## config.mk

```make
export PLATFORM = sky130hd
export DESIGN_NAME = pwp_ctrl
export DESIGN_NICKNAME = d
export VERILOG_FILES = /design/src/hw/pwp_pkg.sv /design/src/hw/pwp_group.sv /design/src/hw/pwp_ctrl.sv
export SDC_FILE = /design/constraint.sdc
export NUM_CORES = 1
export LEC_CHECK = 0
export BUFFER_PORTS_ARGS = -buffer_cell sky130_fd_sc_hd__buf_2
export CAP_MARGIN = 5
export CORE_MARGIN = 10
export CORE_UTILIZATION = 50
export CTS_CLUSTER_DIAMETER = 40
export DETAILED_ROUTE_END_ITERATION = 8
export PLACE_DENSITY = 0.84
export SLEW_MARGIN = 30
export SYNTH_ARGS = -nofsm -noshare
export SYNTH_HDL_FRONTEND = slang
export SYNTH_SLANG_ARGS = --single-unit
```

## constraint.sdc

```tcl
create_clock -name aclk -period 2.48 [get_ports aclk]
set_input_delay 0 -clock aclk [delete_from_list [all_inputs] [get_ports aclk]]
set_output_delay 0 -clock aclk [all_outputs]
set_load 0.05 [all_outputs]
```

## src/hw/pwp_pkg.sv

```systemverilog
/*
  package for the peripheral write protect controller: register offsets,
  bit positions, reset values and the bus carrier structs.
  assumes an AXI4-Lite master with 32-bit data.
*/
package pwp_pkg;
  // byte offsets inside each group window
  localparam logic [3:0] PWP_OFF_CLEAR = 4'h0;
  localparam logic [3:0] PWP_OFF_SET = 4'h4;
  // group windows, chosen by address bits 5:4
  localparam logic [1:0] PWP_GRP0 = 2'h0;
  localparam logic [1:0] PWP_GRP1 = 2'h1;
  localparam logic [1:0] PWP_GRP2 = 2'h2;
  // group 0 bit positions
  localparam int PWP_G0_EXT_IRQ = 6;
  localparam int PWP_G0_RTC = 5;
  localparam int PWP_G0_WATCHDOG = 4;
  localparam int PWP_G0_CLK_GEN = 3;
  localparam int PWP_G0_SYS_CTRL = 2;
  localparam int PWP_G0_POWER_MGR = 1;
  // group 1 bit positions
  localparam int PWP_G1_TRACE_BUF = 6;
  localparam int PWP_G1_IO_PINS = 3;
  localparam int PWP_G1_FLASH_CTRL = 2;
  localparam int PWP_G1_DEBUG_UNIT = 1;
  // group 2 bit positions
  localparam int PWP_G2_CONVERTER = 16;
  localparam int PWP_G2_TIMER_HI = 15;
  localparam int PWP_G2_TIMER_LO = 8;
  localparam int PWP_G2_SERIAL_HI = 7;
  localparam int PWP_G2_SERIAL_LO = 2;
  localparam int PWP_G2_EVENT_ROUTING = 1;
  // implemented-bit masks and reset values
  localparam logic [31:0] PWP_G0_MASK = 32'h0000007E;
  localparam logic [31:0] PWP_G1_MASK = 32'h0000004E;
  localparam logic [31:0] PWP_G2_MASK = 32'h0001FFFE;
  localparam logic [31:0] PWP_G0_RESET = 32'h00000000;
  localparam logic [31:0] PWP_G1_RESET = 32'h00000002;
  localparam logic [31:0] PWP_G2_RESET = 32'h00000000;
  localparam logic [1:0] PWP_RESP_OKAY = 2'h0;
  localparam logic [1:0] PWP_RESP_SLVERR = 2'h2;

  typedef struct packed {
    logic [31:0] data;
    logic [1:0] resp;
  } pwp_rd_t;

  typedef struct packed {
    logic clr;
    logic set;
    logic [31:0] data;
  } pwp_wr_t;
endpackage

```

## src/hw/pwp_group.sv

```systemverilog
/*
  one protection group: a set of sticky protect bits changed by
  write-one-to-set and write-one-to-clear strobes.
  assumes one strobe pair per cycle from the bus slave.
*/
`timescale 1ns/1ns
`default_nettype none
module pwp_group #(
  parameter logic [31:0] MASK = 32'h0,
  parameter logic [31:0] RESET_VAL = 32'h0
) (
  // clock and reset
  input wire logic aclk,
  input wire logic aresetn,
  // write strobes
  input wire pwp_pkg::pwp_wr_t wr,
  // state
  output logic [31:0] prot
);
  logic [31:0] prot_q;
  logic [31:0] prot_d;

  // zero bits keep their state; unimplemented bits stay zero
  always_comb begin
    prot_d = prot_q;
    if (wr.clr) begin
      prot_d = prot_d & ~(wr.data & MASK);
    end
    if (wr.set) begin
      prot_d = prot_d | (wr.data & MASK);
    end
  end

  always_ff @(posedge aclk) begin
    if (!aresetn) begin
      prot_q <= RESET_VAL;
    end else begin
      prot_q <= prot_d;
    end
  end

  assign prot = prot_q;
endmodule // pwp_group
`default_nettype wire

```

## src/hw/pwp_ctrl.sv

```systemverilog
/*
  peripheral write protect controller with three protection groups
  reached over AXI4-Lite; group windows are 16 bytes apart.
  assumes one clock, synchronous active-low reset, and a master that
  keeps valid and payload stable until taken.
*/
`timescale 1ns/1ns
`default_nettype none
// Notes on behaviour
// - group0 bits: ext irq 6 through power 1
// - group0 clear at 0x00, resets to zero
// - writing zero leaves protection unchanged
// - clear write removes; read shows protection
// - group1 bits: trace 6, pins 3, flash 2, debug 1
// - group1 clear at 0x00, resets 0x000002
// - group1 set at 0x04, same layout
// - group2: converter 16, timers 15..8
// - group2: serial 7..2, event routing 1
module pwp_ctrl (
  // clock and reset
  input wire logic aclk,
  input wire logic aresetn,
  // write address channel
  input wire logic [5:0] s_axi_awaddr,
  input wire logic s_axi_awvalid,
  output logic s_axi_awready,
  // write data channel
  input wire logic [31:0] s_axi_wdata,
  input wire logic [3:0] s_axi_wstrb,
  input wire logic s_axi_wvalid,
  output logic s_axi_wready,
  // write response channel
  output logic [1:0] s_axi_bresp,
  output logic s_axi_bvalid,
  input wire logic s_axi_bready,
  // read address channel
  input wire logic [5:0] s_axi_araddr,
  input wire logic s_axi_arvalid,
  output logic s_axi_arready,
  // read data channel
  output logic [31:0] s_axi_rdata,
  output logic [1:0] s_axi_rresp,
  output logic s_axi_rvalid,
  input wire logic s_axi_rready,
  // protection state to the peripherals
  output logic [31:0] prot_group0,
  output logic [31:0] prot_group1,
  output logic [31:0] prot_group2
);
  typedef enum logic [1:0] {PWP_W_IDLE, PWP_W_RESP} pwp_wstate_t;

  pwp_wstate_t wst_q, wst_d;
  logic aw_have_q, aw_have_d;
  logic w_have_q, w_have_d;
  logic [5:0] awaddr_q, awaddr_d;
  logic [31:0] wdata_q, wdata_d;
  logic [3:0] wstrb_q, wstrb_d;
  logic [1:0] bresp_q, bresp_d;
  logic bvalid_q, bvalid_d;
  logic awready_q, awready_d;
  logic wready_q, wready_d;
  logic arready_q, arready_d;
  logic rvalid_q, rvalid_d;
  pwp_pkg::pwp_rd_t rd_q, rd_d;
  logic [31:0] p0_q, p1_q, p2_q;
  logic [31:0] st0, st1, st2;
  pwp_pkg::pwp_wr_t wr0, wr1, wr2;
  logic [31:0] wmask;
  logic do_write;

  // byte lanes gate which bits a write touches
  always_comb begin
    wmask = {{8{wstrb_q[3]}}, {8{wstrb_q[2]}}, {8{wstrb_q[1]}}, {8{wstrb_q[0]}}};
  end

  assign do_write = (wst_q == PWP_W_IDLE) && aw_have_q && w_have_q;

  // address and data taken in either order; response after both
  always_comb begin
    wst_d = wst_q;
    aw_have_d = aw_have_q;
    w_have_d = w_have_q;
    awaddr_d = awaddr_q;
    wdata_d = wdata_q;
    wstrb_d = wstrb_q;
    bresp_d = bresp_q;
    awready_d = 1'b0;
    wready_d = 1'b0;
    wr0 = '0;
    wr1 = '0;
    wr2 = '0;
    case (wst_q)
      PWP_W_IDLE: begin
        if (s_axi_awvalid && awready_q) begin
          aw_have_d = 1'b1;
          awaddr_d = s_axi_awaddr;
        end
        if (s_axi_wvalid && wready_q) begin
          w_have_d = 1'b1;
          wdata_d = s_axi_wdata;
          wstrb_d = s_axi_wstrb;
        end
        awready_d = !aw_have_d && !(s_axi_awvalid && awready_q);
        wready_d = !w_have_d && !(s_axi_wvalid && wready_q);
        if (do_write) begin
          bresp_d = pwp_pkg::PWP_RESP_SLVERR;
          if (awaddr_q[5:4] == pwp_pkg::PWP_GRP0 &&
              awaddr_q[3:0] == pwp_pkg::PWP_OFF_CLEAR) begin
            wr0.clr = 1'b1;
            bresp_d = pwp_pkg::PWP_RESP_OKAY;
          end else if (awaddr_q[5:4] == pwp_pkg::PWP_GRP1 &&
                       awaddr_q[3:0] == pwp_pkg::PWP_OFF_CLEAR) begin
            wr1.clr = 1'b1;
            bresp_d = pwp_pkg::PWP_RESP_OKAY;
          end else if (awaddr_q[5:4] == pwp_pkg::PWP_GRP1 &&
                       awaddr_q[3:0] == pwp_pkg::PWP_OFF_SET) begin
            wr1.set = 1'b1;
            bresp_d = pwp_pkg::PWP_RESP_OKAY;
          end else if (awaddr_q[5:4] == pwp_pkg::PWP_GRP2 &&
                       awaddr_q[3:0] == pwp_pkg::PWP_OFF_CLEAR) begin
            wr2.clr = 1'b1;
            bresp_d = pwp_pkg::PWP_RESP_OKAY;
          end
          aw_have_d = 1'b0;
          w_have_d = 1'b0;
          awready_d = 1'b0;
          wready_d = 1'b0;
          wst_d = PWP_W_RESP;
        end
      end
      PWP_W_RESP: begin
        if (s_axi_bready) begin
          wst_d = PWP_W_IDLE;
          awready_d = 1'b1;
          wready_d = 1'b1;
        end
      end
      default: begin
        wst_d = PWP_W_IDLE;
      end
    endcase
    wr0.data = wdata_q & wmask;
    wr1.data = wdata_q & wmask;
    wr2.data = wdata_q & wmask;
    // registered so the response valid leaves a flop, not a state decode
    bvalid_d = (wst_d == PWP_W_RESP);
  end

  // unmapped reads return zero with an error response
  always_comb begin
    arready_d = arready_q;
    rvalid_d = rvalid_q;
    rd_d = rd_q;
    if (s_axi_arvalid && arready_q) begin
      arready_d = 1'b0;
      rvalid_d = 1'b1;
      rd_d.data = 32'h00000000;
      rd_d.resp = pwp_pkg::PWP_RESP_SLVERR;
      if (s_axi_araddr[5:4] == pwp_pkg::PWP_GRP0 &&
          s_axi_araddr[3:0] == pwp_pkg::PWP_OFF_CLEAR) begin
        rd_d.data = st0;
        rd_d.resp = pwp_pkg::PWP_RESP_OKAY;
      end else if (s_axi_araddr[5:4] == pwp_pkg::PWP_GRP1 &&
                   (s_axi_araddr[3:0] == pwp_pkg::PWP_OFF_CLEAR ||
                    s_axi_araddr[3:0] == pwp_pkg::PWP_OFF_SET)) begin
        rd_d.data = st1;
        rd_d.resp = pwp_pkg::PWP_RESP_OKAY;
      end else if (s_axi_araddr[5:4] == pwp_pkg::PWP_GRP2 &&
                   s_axi_araddr[3:0] == pwp_pkg::PWP_OFF_CLEAR) begin
        rd_d.data = st2;
        rd_d.resp = pwp_pkg::PWP_RESP_OKAY;
      end
    end else if (rvalid_q && s_axi_rready) begin
      rvalid_d = 1'b0;
      arready_d = 1'b1;
    end
  end

  always_ff @(posedge aclk) begin
    if (!aresetn) begin
      wst_q <= PWP_W_IDLE;
      aw_have_q <= 1'b0;
      w_have_q <= 1'b0;
      awaddr_q <= 6'h00;
      wdata_q <= 32'h00000000;
      wstrb_q <= 4'h0;
      bresp_q <= 2'h0;
      bvalid_q <= 1'b0;
      awready_q <= 1'b1;
      wready_q <= 1'b1;
      arready_q <= 1'b1;
      rvalid_q <= 1'b0;
      rd_q <= '0;
      p0_q <= pwp_pkg::PWP_G0_RESET;
      p1_q <= pwp_pkg::PWP_G1_RESET;
      p2_q <= pwp_pkg::PWP_G2_RESET;
    end else begin
      wst_q <= wst_d;
      aw_have_q <= aw_have_d;
      w_have_q <= w_have_d;
      awaddr_q <= awaddr_d;
      wdata_q <= wdata_d;
      wstrb_q <= wstrb_d;
      bresp_q <= bresp_d;
      bvalid_q <= bvalid_d;
      awready_q <= awready_d;
      wready_q <= wready_d;
      arready_q <= arready_d;
      rvalid_q <= rvalid_d;
      rd_q <= rd_d;
      p0_q <= st0;
      p1_q <= st1;
      p2_q <= st2;
    end
  end

  // the mask fixes which bits exist; the rest read zero
  pwp_group #(.MASK(pwp_pkg::PWP_G0_MASK), .RESET_VAL(pwp_pkg::PWP_G0_RESET)) u_grp0 (
    .aclk(aclk), .aresetn(aresetn), .wr(wr0), .prot(st0));
  pwp_group #(.MASK(pwp_pkg::PWP_G1_MASK), .RESET_VAL(pwp_pkg::PWP_G1_RESET)) u_grp1 (
    .aclk(aclk), .aresetn(aresetn), .wr(wr1), .prot(st1));
  pwp_group #(.MASK(pwp_pkg::PWP_G2_MASK), .RESET_VAL(pwp_pkg::PWP_G2_RESET)) u_grp2 (
    .aclk(aclk), .aresetn(aresetn), .wr(wr2), .prot(st2));

  assign s_axi_awready = awready_q;
  assign s_axi_wready = wready_q;
  assign s_axi_bvalid = bvalid_q;
  assign s_axi_bresp = bresp_q;
  assign s_axi_arready = arready_q;
  assign s_axi_rvalid = rvalid_q;
  assign s_axi_rdata = rd_q.data;
  assign s_axi_rresp = rd_q.resp;
  assign prot_group0 = p0_q;
  assign prot_group1 = p1_q;
  assign prot_group2 = p2_q;

  property p_g0_reset;
    @(posedge aclk) $rose(aresetn) |-> st0 == pwp_pkg::PWP_G0_RESET;
  endproperty
  a_g0_reset: assert property (p_g0_reset) else $error("group0 reset");
  property p_g1_reset;
    @(posedge aclk) $rose(aresetn) |-> st1 == pwp_pkg::PWP_G1_RESET;
  endproperty
  a_g1_reset: assert property (p_g1_reset) else $error("group1 reset");
  property p_zero_keeps;
    @(posedge aclk) disable iff (!aresetn)
      wr1.set |=> (st1 & ~$past(wr1.data)) == ($past(st1) & ~$past(wr1.data));
  endproperty
  a_zero_keeps: assert property (p_zero_keeps) else $error("zero bit changed");
  property p_clear;
    @(posedge aclk) disable iff (!aresetn)
      wr0.clr |=> (st0 & $past(wr0.data)) == 32'h00000000;
  endproperty
  a_clear: assert property (p_clear) else $error("clear failed");
  property p_set;
    @(posedge aclk) disable iff (!aresetn)
      wr1.set |=> (st1 & $past(wr1.data) & 32'h0000004E) == ($past(wr1.data) & 32'h0000004E);
  endproperty
  a_set: assert property (p_set) else $error("set failed");
  property p_g0_bits;
    @(posedge aclk) disable iff (!aresetn) (st0 & ~pwp_pkg::PWP_G0_MASK) == 32'h0;
  endproperty
  a_g0_bits: assert property (p_g0_bits) else $error("group0 stray bit");
  property p_g1_bits;
    @(posedge aclk) disable iff (!aresetn) (st1 & ~pwp_pkg::PWP_G1_MASK) == 32'h0;
  endproperty
  a_g1_bits: assert property (p_g1_bits) else $error("group1 stray bit");
  property p_g2_bits;
    @(posedge aclk) disable iff (!aresetn) (st2 & ~pwp_pkg::PWP_G2_MASK) == 32'h0;
  endproperty
  a_g2_bits: assert property (p_g2_bits) else $error("group2 stray bit");
  property p_g2_clear;
    @(posedge aclk) disable iff (!aresetn)
      wr2.clr |=> (st2 & $past(wr2.data)) == 32'h0;
  endproperty
  a_g2_clear: assert property (p_g2_clear) else $error("group2 clear");
  property p_set_read;
    @(posedge aclk) disable iff (!aresetn)
      (s_axi_arvalid && arready_q && s_axi_araddr == 6'h14) |=> rd_q.data == $past(st1);
  endproperty
  a_set_read: assert property (p_set_read) else $error("set read mismatch");
  property p_debug_reset;
    @(posedge aclk) $rose(aresetn) |-> st1[pwp_pkg::PWP_G1_DEBUG_UNIT];
  endproperty
  a_debug_reset: assert property (p_debug_reset) else $error("debug bit not set");
  property p_set_keeps_ones;
    @(posedge aclk) disable iff (!aresetn) wr1.set |=> ($past(st1) & ~st1) == 32'h00000000;
  endproperty
  a_set_keeps_ones: assert property (p_set_keeps_ones) else $error("set cleared a bit");
  property p_clear_adds_none;
    @(posedge aclk) disable iff (!aresetn) wr1.clr |=> (st1 & ~$past(st1)) == 32'h00000000;
  endproperty
  a_clear_adds_none: assert property (p_clear_adds_none) else $error("clear raised a bit");
  property p_state_out;
    @(posedge aclk) disable iff (!aresetn)
      prot_group0 == $past(st0) && prot_group1 == $past(st1) && prot_group2 == $past(st2);
  endproperty
  a_state_out: assert property (p_state_out) else $error("state port lags wrongly");
  property p_write_answers;
    @(posedge aclk) disable iff (!aresetn) do_write |=> s_axi_bvalid;
  endproperty
  a_write_answers: assert property (p_write_answers) else $error("no write response");
  c_write: cover property (@(posedge aclk) s_axi_bvalid && s_axi_bready);
  c_read: cover property (@(posedge aclk) s_axi_rvalid && s_axi_rready);
  c_set: cover property (@(posedge aclk) wr1.set && wr1.data[1]);
  c_clear: cover property (@(posedge aclk) wr1.clr && wr1.data[pwp_pkg::PWP_G1_IO_PINS]);
endmodule // pwp_ctrl
`default_nettype wire

```

==> reports/results.tsv, run 1 <==
metric	value	unit
status	completed	
routedWlPerCell	14.83	um
setup.worst_path.start	wst_q[0]$_SDFF_PN0_	
grt_first_pass_wirelength	15940	um
cts_tree	yes	
port_buffers	86	
synth-xor-area-share	0	%
clock.fmax	492.8	MHz
cts-root-buf	clkbuf_8	
worst_slew_pin_slew	0.7194	ns
async_reset_ff_share	0	%
clkPwrFrac	31.2	%
swShare	33.07	%
overflow	0	
dr.pass1.iters	4	
cts_resized	0	
postLayoutCoreUtil	59.68	%
drive_above_1_share	20.49	%
synth_commonest_cells	104 x dfxtp_1, 90 x buf_4, 77 x nand2_1, 29 x a21boi_1, 21 x inv_1	
rsz0062_at_grt	no	
met1_length	4362	um
synth-edff-count	0	
fp-row-count	33	
synth_area	4229	um2
route.detailed.drc	0	
crit_buf_inv	0	
yosysTopAreaCellShare	49.23	%
worst_slack	0.4507	ns
combPwrFrac	16.4	%
min-delay-start	s_axi_wvalid	
vias_per_cell	4.672	
syn_inst	455	
crit_path_top_delay_cell	nand4bb_1	
cpPeakStageDelay	0.61	ns
die_h	112.0	um
hold_depth	4	
finalWirelength	10020	um
cellLeakagePower	2.356	nW
internal-power	2.204	mW
met2_length	4723	um
start_util	51.47	%
setup-tns-final	0	ns
ys.flop_type	dfxtp_1	
gp_congestion	0.7463	
via_count	3158	
die_area	12540	um2
post_cts_buffers	0	
syn_to_final_growth	15.95	%
die_x	112.0	um
n_antenna_cell	0	
drt_iter0_markers	212	
clock_sinks	104	
seq_power_share	52.4	%
slew_headroom	51.94	%
synth_cell_type_count	38	
dp_slack	0.4847	ns
endpoint_kind	register	
r2r_setup_slack	0.45	ns
grt_usage	15.02	%
top_layer	met4	
synth_adder_area_share	0	%
crit_path_max_fanout	10	
postSynthAreaPerCell	9.295	um2
clock_latency	0.37	ns
antenna_found_initial	0	
ys_ff_latch	104	
path_cells	nand4bb_1, nor4_1, mux2_1	
yosysWarnings	0	
coreArea	8217	um2
synth_mux_area_share	3.728	%
max_cap_violations	0	
synth_compound_area_share	12.43	%
start_kind	register	
synth.largest_area_cell	dfxtp_1	
dpl.hpwl	7441	um
clkTransAtPathRegs	0.11	ns
ys_seq_area_share	49.23	%
critPathTopFamily	simple AND/OR/NAND/NOR gates	
setup_viol	0	
crit_arrival	2.29	ns
p_sw	1.089	mW
r2r_cells	3	
worstReg2RegStart	wst_q[0]$_SDFF_PN0_	
cts-htree-levels	3	
holdCritPathClass	input port to register	
layout.nets	621	
finClkSkew	0.009807	ns
hold_path_end	s_axi_wready$_SDFF_PN1_	
holdWs	0.03327	ns
period_share	81.83	%
cp.required	2.74	ns
power.density	671.6	nW/um2
synth.top_cells.by_area	dfxtp_1 49%, buf_4 16%, nand2_1 6.8%	
peakVddDrop	0.3246	mV
ios	192	
grt_pass1_vias	3326	
hold_viol_final	0	
synthSimpleGateAreaFrac	14.59	%
worstReg2RegEnd	u_grp1.prot[1]$_SDFF_PN1_	
grt_max_degree	43	
yosysMostFrequentCell	dfxtp_1	
postRouteAntennaNets	0	
clock_path_buffers	2	
synth_top_family_by_area	buffers and inverters	
drv_slew	0	
path_class	register to register	
dr_wl_met3	745	um
fin_crit	2.029	ns
cts_buffers	9	
state kept, by name (all words and copies together) (netlist names), 3 cells and up:
| name | count |
|---|---|
| awaddr_q | 6 |
| prot_group0 | 6 |
| wstrb_q | 3 |
| u_grp0.prot | 6 |
| prot_group2 | 16 |
| prot_group1 | 4 |
| s_axi_rdata | 16 |
| u_grp1.prot | 4 |
| u_grp2.prot | 16 |
| wdata_q | 16 |
per-layer routing:
metal  up-vias  global-route usage (%)
li1       1543                       -
met3        14                   4.563
met5         -                       0
met2       142                   24.63
met1      1459                   17.83
met4         0                   6.345
power groups by stage:
stage	registers, mW	clock network, mW	logic [mW]
2_1_floorplan	1.79	0	0.503
3_3_place_gp	1.76	0	0.487
3_5_place_dp	1.76	0	0.494
4_1_cts	1.73	1.05	0.531
5_1_grt	1.73	1.11	0.570
6_report	1.73	1.03	0.541
cells in the final DEF (no fill, tap or decap), types with 7 or more instances in the layout:
cell type and n:
dfxtp_1 104, conb_1 89, buf_2 86, nand2_1 77, a21boi_1 29, dlygate4sd3_1 29, inv_1 21, a31oi_1 19
o21ai_1 14, mux2i_1 9, clkbuf_8 9, and2_1 7, nor2b_1 7, a21oi_1 7
worst reg2reg max path: stages (launching register included):
cell and delay (ns):
dfxtp_1 0.41, nand4bb_1 0.61, nor4_1 0.54, mux2_1 0.36
how the worst max path moves through the flow:
| stage | endpoint | depth (start not counted) |
|---|---|---|
| 6_report | u_grp1.prot[1]$_SDFF_PN1_ | 3 |
| 3_3_place_gp | u_grp1.prot[1]$_SDFF_PN1_ | 3 |
| 4_1_cts | u_grp1.prot[1]$_SDFF_PN1_ | 3 |
| 2_1_floorplan | s_axi_rdata[10]$_SDFFE_PN0P_ | 4 |
| 5_1_grt | u_grp1.prot[1]$_SDFF_PN1_ | 3 |
| 3_5_place_dp | u_grp1.prot[1]$_SDFF_PN1_ | 3 |
kinds of logic (layout without fill, tap and decap cells):
group	after synthesis	after routing
multiplexers	15	15
AO/OA/AOI/OAI	81	81
flip-flops	104	104
other	1	89
buffers and inverters	130	158
AND/OR/NAND/NOR	124	124
layout make-up:
type                            instances  area [um2]
Tap cell                              105       131.4
Timing Repair Buffer                  121       765.7
Sequential cell                       104        2082
Inverter                               21       78.83
Clock inverter                          7       72.57
Clock buffer                            9       123.9
Multi-Input combinational cell        309        1649
Fill cell                             688        3313
what timing repair did:
action	in CTS	in global routing
endpoints found under the setup margin	0	0
endpoints found under the hold margin	30	0
hold buffers	29	0
through the flow:
stage / instance area (um2) / cells / total power [mW]
after global placement: 4417 / 631 / 2.249
after floorplan: 4559 / 543 / 2.295
after global routing: 4903 / 676 / 3.408
after CTS: 4903 / 676 / 3.303
after detailed placement: 4417 / 631 / 2.258
final: 4903 / 676 / 3.293
Power figures use the tool's default switching activity.
==> inputs of run 2 (changes only) <==
Settings changed: ABC_AREA set to 1, CORE_UTILIZATION 50 to 47, PLACE_DENSITY 0.84 to 0.8.
Clock period 2.48 ns to 2.1 ns, I/O delays scaled along.
==> run 2 against run 1 <==
Sequential share of layout area is essentially flat; die area is 5.1% higher; sequential power grew 18%; synthesized cell count grew 16%; maximum frequency up 46%; count of clock-buffer cells in the layout rose by 1; area after synthesis decreased by 0.21%; critical endpoint is now wstrb_q[1]$_SDFFE_PN0P_; non-clock buffer count is 1 lower; total power rose by 21%; combinational power grew 23%; final area grew 0.10%.
==> reports/results.tsv, run 2 <==
metric	value	unit
status	completed	
multi_input_area	1488	um2
synth.largest_area_cell	dfxtp_1	
postSynthAreaPerCell	8.008	um2
holdWs	0.02246	ns
start_util	48.39	%
cellLeakagePower	2.653	nW
worstReg2RegEnd	wstrb_q[1]$_SDFFE_PN0P_	
hold_path_end	s_axi_rdata[1]$_SDFFE_PN0P_	
n_antenna_cell	0	
synth.top_cells.by_area	dfxtp_1 49%, buf_4 16%, nand2_1 6.6%	
coreArea	8721	um2
finClkSkew	0.01001	ns
drv_slew	0	
die_area	13170	um2
finalWirelength	9689	um
fin_crit	1.394	ns
mostFrequentLayoutCells	104 x dfxtp_1, 89 x conb_1, 86 x buf_2	
peakVddDrop	0.3137	mV
power.density	810.0	nW/um2
start_kind	register	
r2r_cells	5	
vias_per_cell	4.416	
ys_seq_area_share	49.33	%
via_count	3330	
synth-edff-count	0	
layout_commonest_cell	dfxtp_1	
synth_commonest_cells	104 x dfxtp_1, 89 x buf_4, 74 x nand2_1, 62 x inv_1, 54 x nor2_1	
clkTransAtPathRegs	0.09	ns
period_share	66.39	%
synth_area	4220	um2
yosysTopAreaCellShare	49.33	%
regArea	2082	um2
dpl.hpwl	7358	um
clock_latency	0.36	ns
post_cts_buffers	0	
clock_path_buffers	2	
cts_tree	yes	
dr.pass1.iters	4	
hold_viol_final	0	
min-delay-start	s_axi_araddr[3]	
cp.required	2.35	ns
drt_iter0_markers	147	
die_h	114.8	um
worst_slew_pin_slew	0.4942	ns
path_class	register to register	
overflow	0	
setup_viol	0	
holdCritPathClass	input port to register	
synth_cell_type_count	21	
crit_arrival	1.65	ns
grt_first_pass_wirelength	15670	um
cts-root-buf	clkbuf_8	
syn_to_final_growth	16.31	%
cts-htree-levels	3	
num-fill-cells	798	
drive_above_1_share	17.34	%
power	3.976	mW
clock_sinks	104	
async_reset_ff_share	0	%
r2r_setup_slack	0.71	ns
layout.nets	696	
cts_buffers	9	
slew_headroom	66.85	%
setup-tns-final	0	ns
yosysWarnings	0	
route.detailed.drc	0	
gp_congestion	0.7818	
antenna_found_initial	0	
endpoint_kind	register	
routedWlPerCell	12.85	um
grt_max_degree	28	
syn_inst	527	
ys.flop_type	dfxtp_1	
grt_usage	14.30	%
fp-row-count	34	
ios	192	
max_cap_violations	0	
ys_ff_latch	104	
hold_depth	4	
worstReg2RegStart	wst_q[0]$_SDFF_PN0_	
crit_path_max_fanout	19	
yosysMostFrequentCell	dfxtp_1	
rsz0062_at_grt	no	
clock.fmax	717.2	MHz
port_buffers	86	
die_x	114.8	um
postRouteAntennaNets	0	
grt_pass1_vias	3434	
## run 2: cell count changes in the layout (fill, tap and decap cells not counted), sizes merged, moves of 6 or more
cell,previous run,this run
mux2i,9,0
nand2b,6,0
inv,26,63
a21boi,30,0
nor2b,7,0
a21oi,7,39
a31oi,19,3
mux2,6,0
and2,7,0
nor2,5,55
nor4,6,0
o21ai,18,46
nand3,4,28
## run 2: cell families after synthesis
family                 share of synthesized area, %
other                                       0.08886
AO/OA/AOI/OAI                                 10.52
flip-flops                                    49.33
buffers and inverters                         23.24
AND/OR/NAND/NOR                               16.81
## run 2: power breakdown
group / internal, mW / switching [mW]
clock: 0.588 / 0.671
sequential: 2.02 / 0.0321
combinational: 0.122 / 0.543
total: 2.73 / 1.25
## run 2: what timing repair did
action	CTS	global route
endpoints found under the hold margin	31	0
hold buffers	29	0
gates resized for setup	0	0
## run 2: worst max-delay path, cell delays in order (launching register included)
cell      delay (ns)
dfxtp_1         0.41
nor2_4          0.07
nand3_1         0.09
clkinv_1        0.41
nor2_1          0.24
nor2_1          0.06
## run 2: how the worst max path moves through the flow
stage,slack (ns),startpoint,end
3_3_place_gp,0.75,wst_q[0]$_SDFF_PN0_,wstrb_q[1]$_SDFFE_PN0P_
3_5_place_dp,0.72,wst_q[0]$_SDFF_PN0_,wdata_q[7]$_SDFFE_PN0P_
6_report,0.71,wst_q[0]$_SDFF_PN0_,wstrb_q[1]$_SDFFE_PN0P_
2_1_floorplan,0.65,s_axi_arready$_SDFFE_PN1P_,s_axi_rdata[10]$_SDFFE_PN0P_
5_1_grt,0.46,wst_q[0]$_SDFF_PN0_,wstrb_q[1]$_SDFFE_PN0P_
4_1_cts,0.70,wst_q[0]$_SDFF_PN0_,wdata_q[7]$_SDFFE_PN0P_
## run 2: through the flow
step	setup slack (ns)	std cells	utilization [%]	cell area [um2]
floorplan	0.6495	615	-	4551
global placement	0.7540	709	50.60	4413
detailed placement	0.7201	709	50.60	4413
CTS	0.7042	754	56.28	4908
global route	0.4620	754	56.28	4908
finish	0.7058	754	56.28	4908
## run 2: layout make-up
| class | instances | area share [%] |
|---|---|---|
| Clock buffer | 10 | 2.804 |
| Clock inverter | 6 | 1.376 |
| Inverter | 64 | 4.894 |
| Multi-Input combinational cell | 342 | 30.31 |
| Sequential cell | 104 | 42.42 |
| Tap cell | 108 | 2.753 |
| Timing Repair Buffer | 120 | 15.45 |
## run 2: metal layers
| metal | track usage [%] | vias up | wire length [um] |
|---|---|---|---|
| li1 | - | 1698 | - |
| met1 | 16.47 | 1478 | 4060 |
| met2 | 23.67 | 142 | 4380 |
| met3 | 4.844 | 12 | 1081 |
| met4 | 6.271 | 0 | 165 |
| met5 | 0 | - | 0 |
==> inputs of run 3 (changes only) <==
Settings changed: ABC_AREA 1 to 0.
Clock period 2.1 ns to 1.31 ns, I/O delays scaled along.
==> run 3 against run 2 <==
The flow now finishes with violations (setup timing); final area is 8.7% higher; sequential power is 59% higher; sequential cell count stayed put; critical path depth is 2 lower; sequential share of layout area is 3.2 points lower; clock power is 56% higher; cell count is 6.9% lower; clock skew is 0.0011 ns lower; setup slack worse by 0.83 ns; utilization is 4.9 points higher; critical path type unchanged; highest routed layer unchanged.
==> reports/results.tsv, run 3 (synthesis gave the netlist of run 1 again) <==
metric	value	unit
routedWlPerCell	15.07	um
crit_path_max_fanout	7	
holdCritPathClass	input port to register	
layout_commonest_cell	dfxtp_1	
dpl.hpwl	7405	um
top_layer	met4	
clkTransAtPathRegs	0.10	ns
layout.nets	644	
die_area	13190	um2
die_h	114.9	um
port_buffers	86	
clock_path_buffers	2	
regArea	2096	um2
grt_pass1_vias	3401	
cellLeakagePower	2.564	nW
dr_wl_met3	745	um
path_class	register to register	
crit_buf_inv	0	
clock_latency	0.37	ns
max_cap_violations	0	
finClkSkew	0.008871	ns
holdWs	0.007880	ns
num-fill-cells	674	
worst_slack	-0.1276	ns
route.detailed.drc	0	
syn_to_final_growth	26.21	%
multi_input_area	1799	um2
cts-htree-levels	3	
path_cells	or3_4, nor4_2, mux2i_1	
r2r_cells	3	
period_share	109.7	%
cts-root-buf	clkbuf_8	
peakVddDrop	0.4950	mV
status	finished, violations left	
drt_iter0_markers	174	
crit_arrival	1.73	ns
dr.pass1.iters	5	
ios	192	
fp-row-count	34	
cp.required	1.60	ns
clock_sinks	104	
overflow	0	
die_x	114.9	um
power.density	1191	nW/um2
start_kind	register	
cpPeakStageDelay	0.48	ns
via_count	3261	
critPathTopFamily	simple AND/OR/NAND/NOR gates	
antenna_found_initial	0	
rsz0062_at_grt	yes	
cts_buffers	9	
endpoint_kind	register	
coreArea	8721	um2
dp_slack	-0.2708	ns
finalWirelength	10580	um
fin_crit	1.438	ns
met2_length	5288	um
cts_tree	yes	
crit_path_top_delay_cell	or3_4	
n_antenna_cell	0	
drv_slew	0	
vias_per_cell	4.645	
gp_congestion	0.8123	
grt_usage	14.86	%
drive_above_1_share	28.28	%
power	6.357	mW
hold_viol_final	0	
crit_cells	3	
postRouteAntennaNets	0	
grt_first_pass_wirelength	16280	um
met1_length	4324	um
grt_max_degree	37	
mostFrequentLayoutCells	99 x dfxtp_1, 89 x conb_1, 86 x buf_2	
hold_depth	4	
setup_viol	31	
setup-tns-final	-2.824	ns
start_util	48.49	%
clock.fmax	695.6	MHz
violations	setup timing	
==> run 3: cell types whose count changed in the layout (fill, tap and decap cells not counted), sizes merged, moves of 9 or more <==
cell    change
inv        -41
buf        +24
mux2i       +9
nand3      -24
a21oi      -32
nor2       -50
o21ai      -28
a31oi      +16
a21boi     +30
==> run 3: what timing repair did <==
action                                  in CTS  in global routing
resized for setup                           15                 20
pin swaps                                    3                 12
hold endpoints to repair                    29                  0
gates cloned                                 0                  2
endpoints found under the setup margin      33                 43
hold buffers                                27                  0
setup buffers                                3                  5
==> run 3: power breakdown <==
| group | total [mW] | switching [mW] | internal (mW) |
|---|---|---|---|
| registers | 3.26 | 0.0449 | 3.22 |
| clock network | 1.96 | 1.07 | 0.887 |
| logic | 1.14 | 0.870 | 0.268 |
| total | 6.36 | 1.99 | 4.37 |
==> run 3: worst paths after layout <==
check	start	endpoint	slack, ns
worst max register to register	awaddr_q[0]$_SDFFE_PN0P_	u_grp1.prot[2]$_SDFF_PN0_	-0.13
worst min-delay path	s_axi_awvalid	s_axi_awready$_SDFF_PN1_	0.008
worst max-delay path	awaddr_q[0]$_SDFFE_PN0P_	u_grp1.prot[2]$_SDFF_PN0_	-0.13
worst min register to register	s_axi_rdata[15]$_SDFFE_PN0P_	s_axi_rdata[15]$_SDFFE_PN0P_	0.45
==> run 3: cell type report <==
| class | count | share of cell area (%) |
|---|---|---|
| sequential | 104 | 39.26 |
| multi-input combinational | 309 | 33.71 |
| timing repair buffer | 144 | 19.36 |
| tap | 108 | 2.532 |
| clock buffer | 9 | 2.321 |
| inverter | 21 | 1.477 |
| clock inverter | 7 | 1.336 |
==> run 3: worst reg2reg max path, stage by stage (launching register included) <==
cell	delay, ns
dfxtp_1	0.32
or3_4	0.48
nor4_2	0.31
mux2i_1	0.24
==> run 3: through the flow <==
step                      instance area (um2)  cells  utilization (%)
final                                    5338    702            61.21
after global routing                     5338    702            61.21
after CTS                                5166    695            59.24
after detailed placement                 4601    649            52.75
after global placement                   4601    649            52.75
after floorplan                          4588    543                -
==> run 3: metal layers <==
metal / vias up / global-route usage, %
li1: 1596 / -
met1: 1506 / 18.08
met2: 139 / 24.47
met3: 20 / 3.646
met4: 0 / 6.271
met5: - / 0
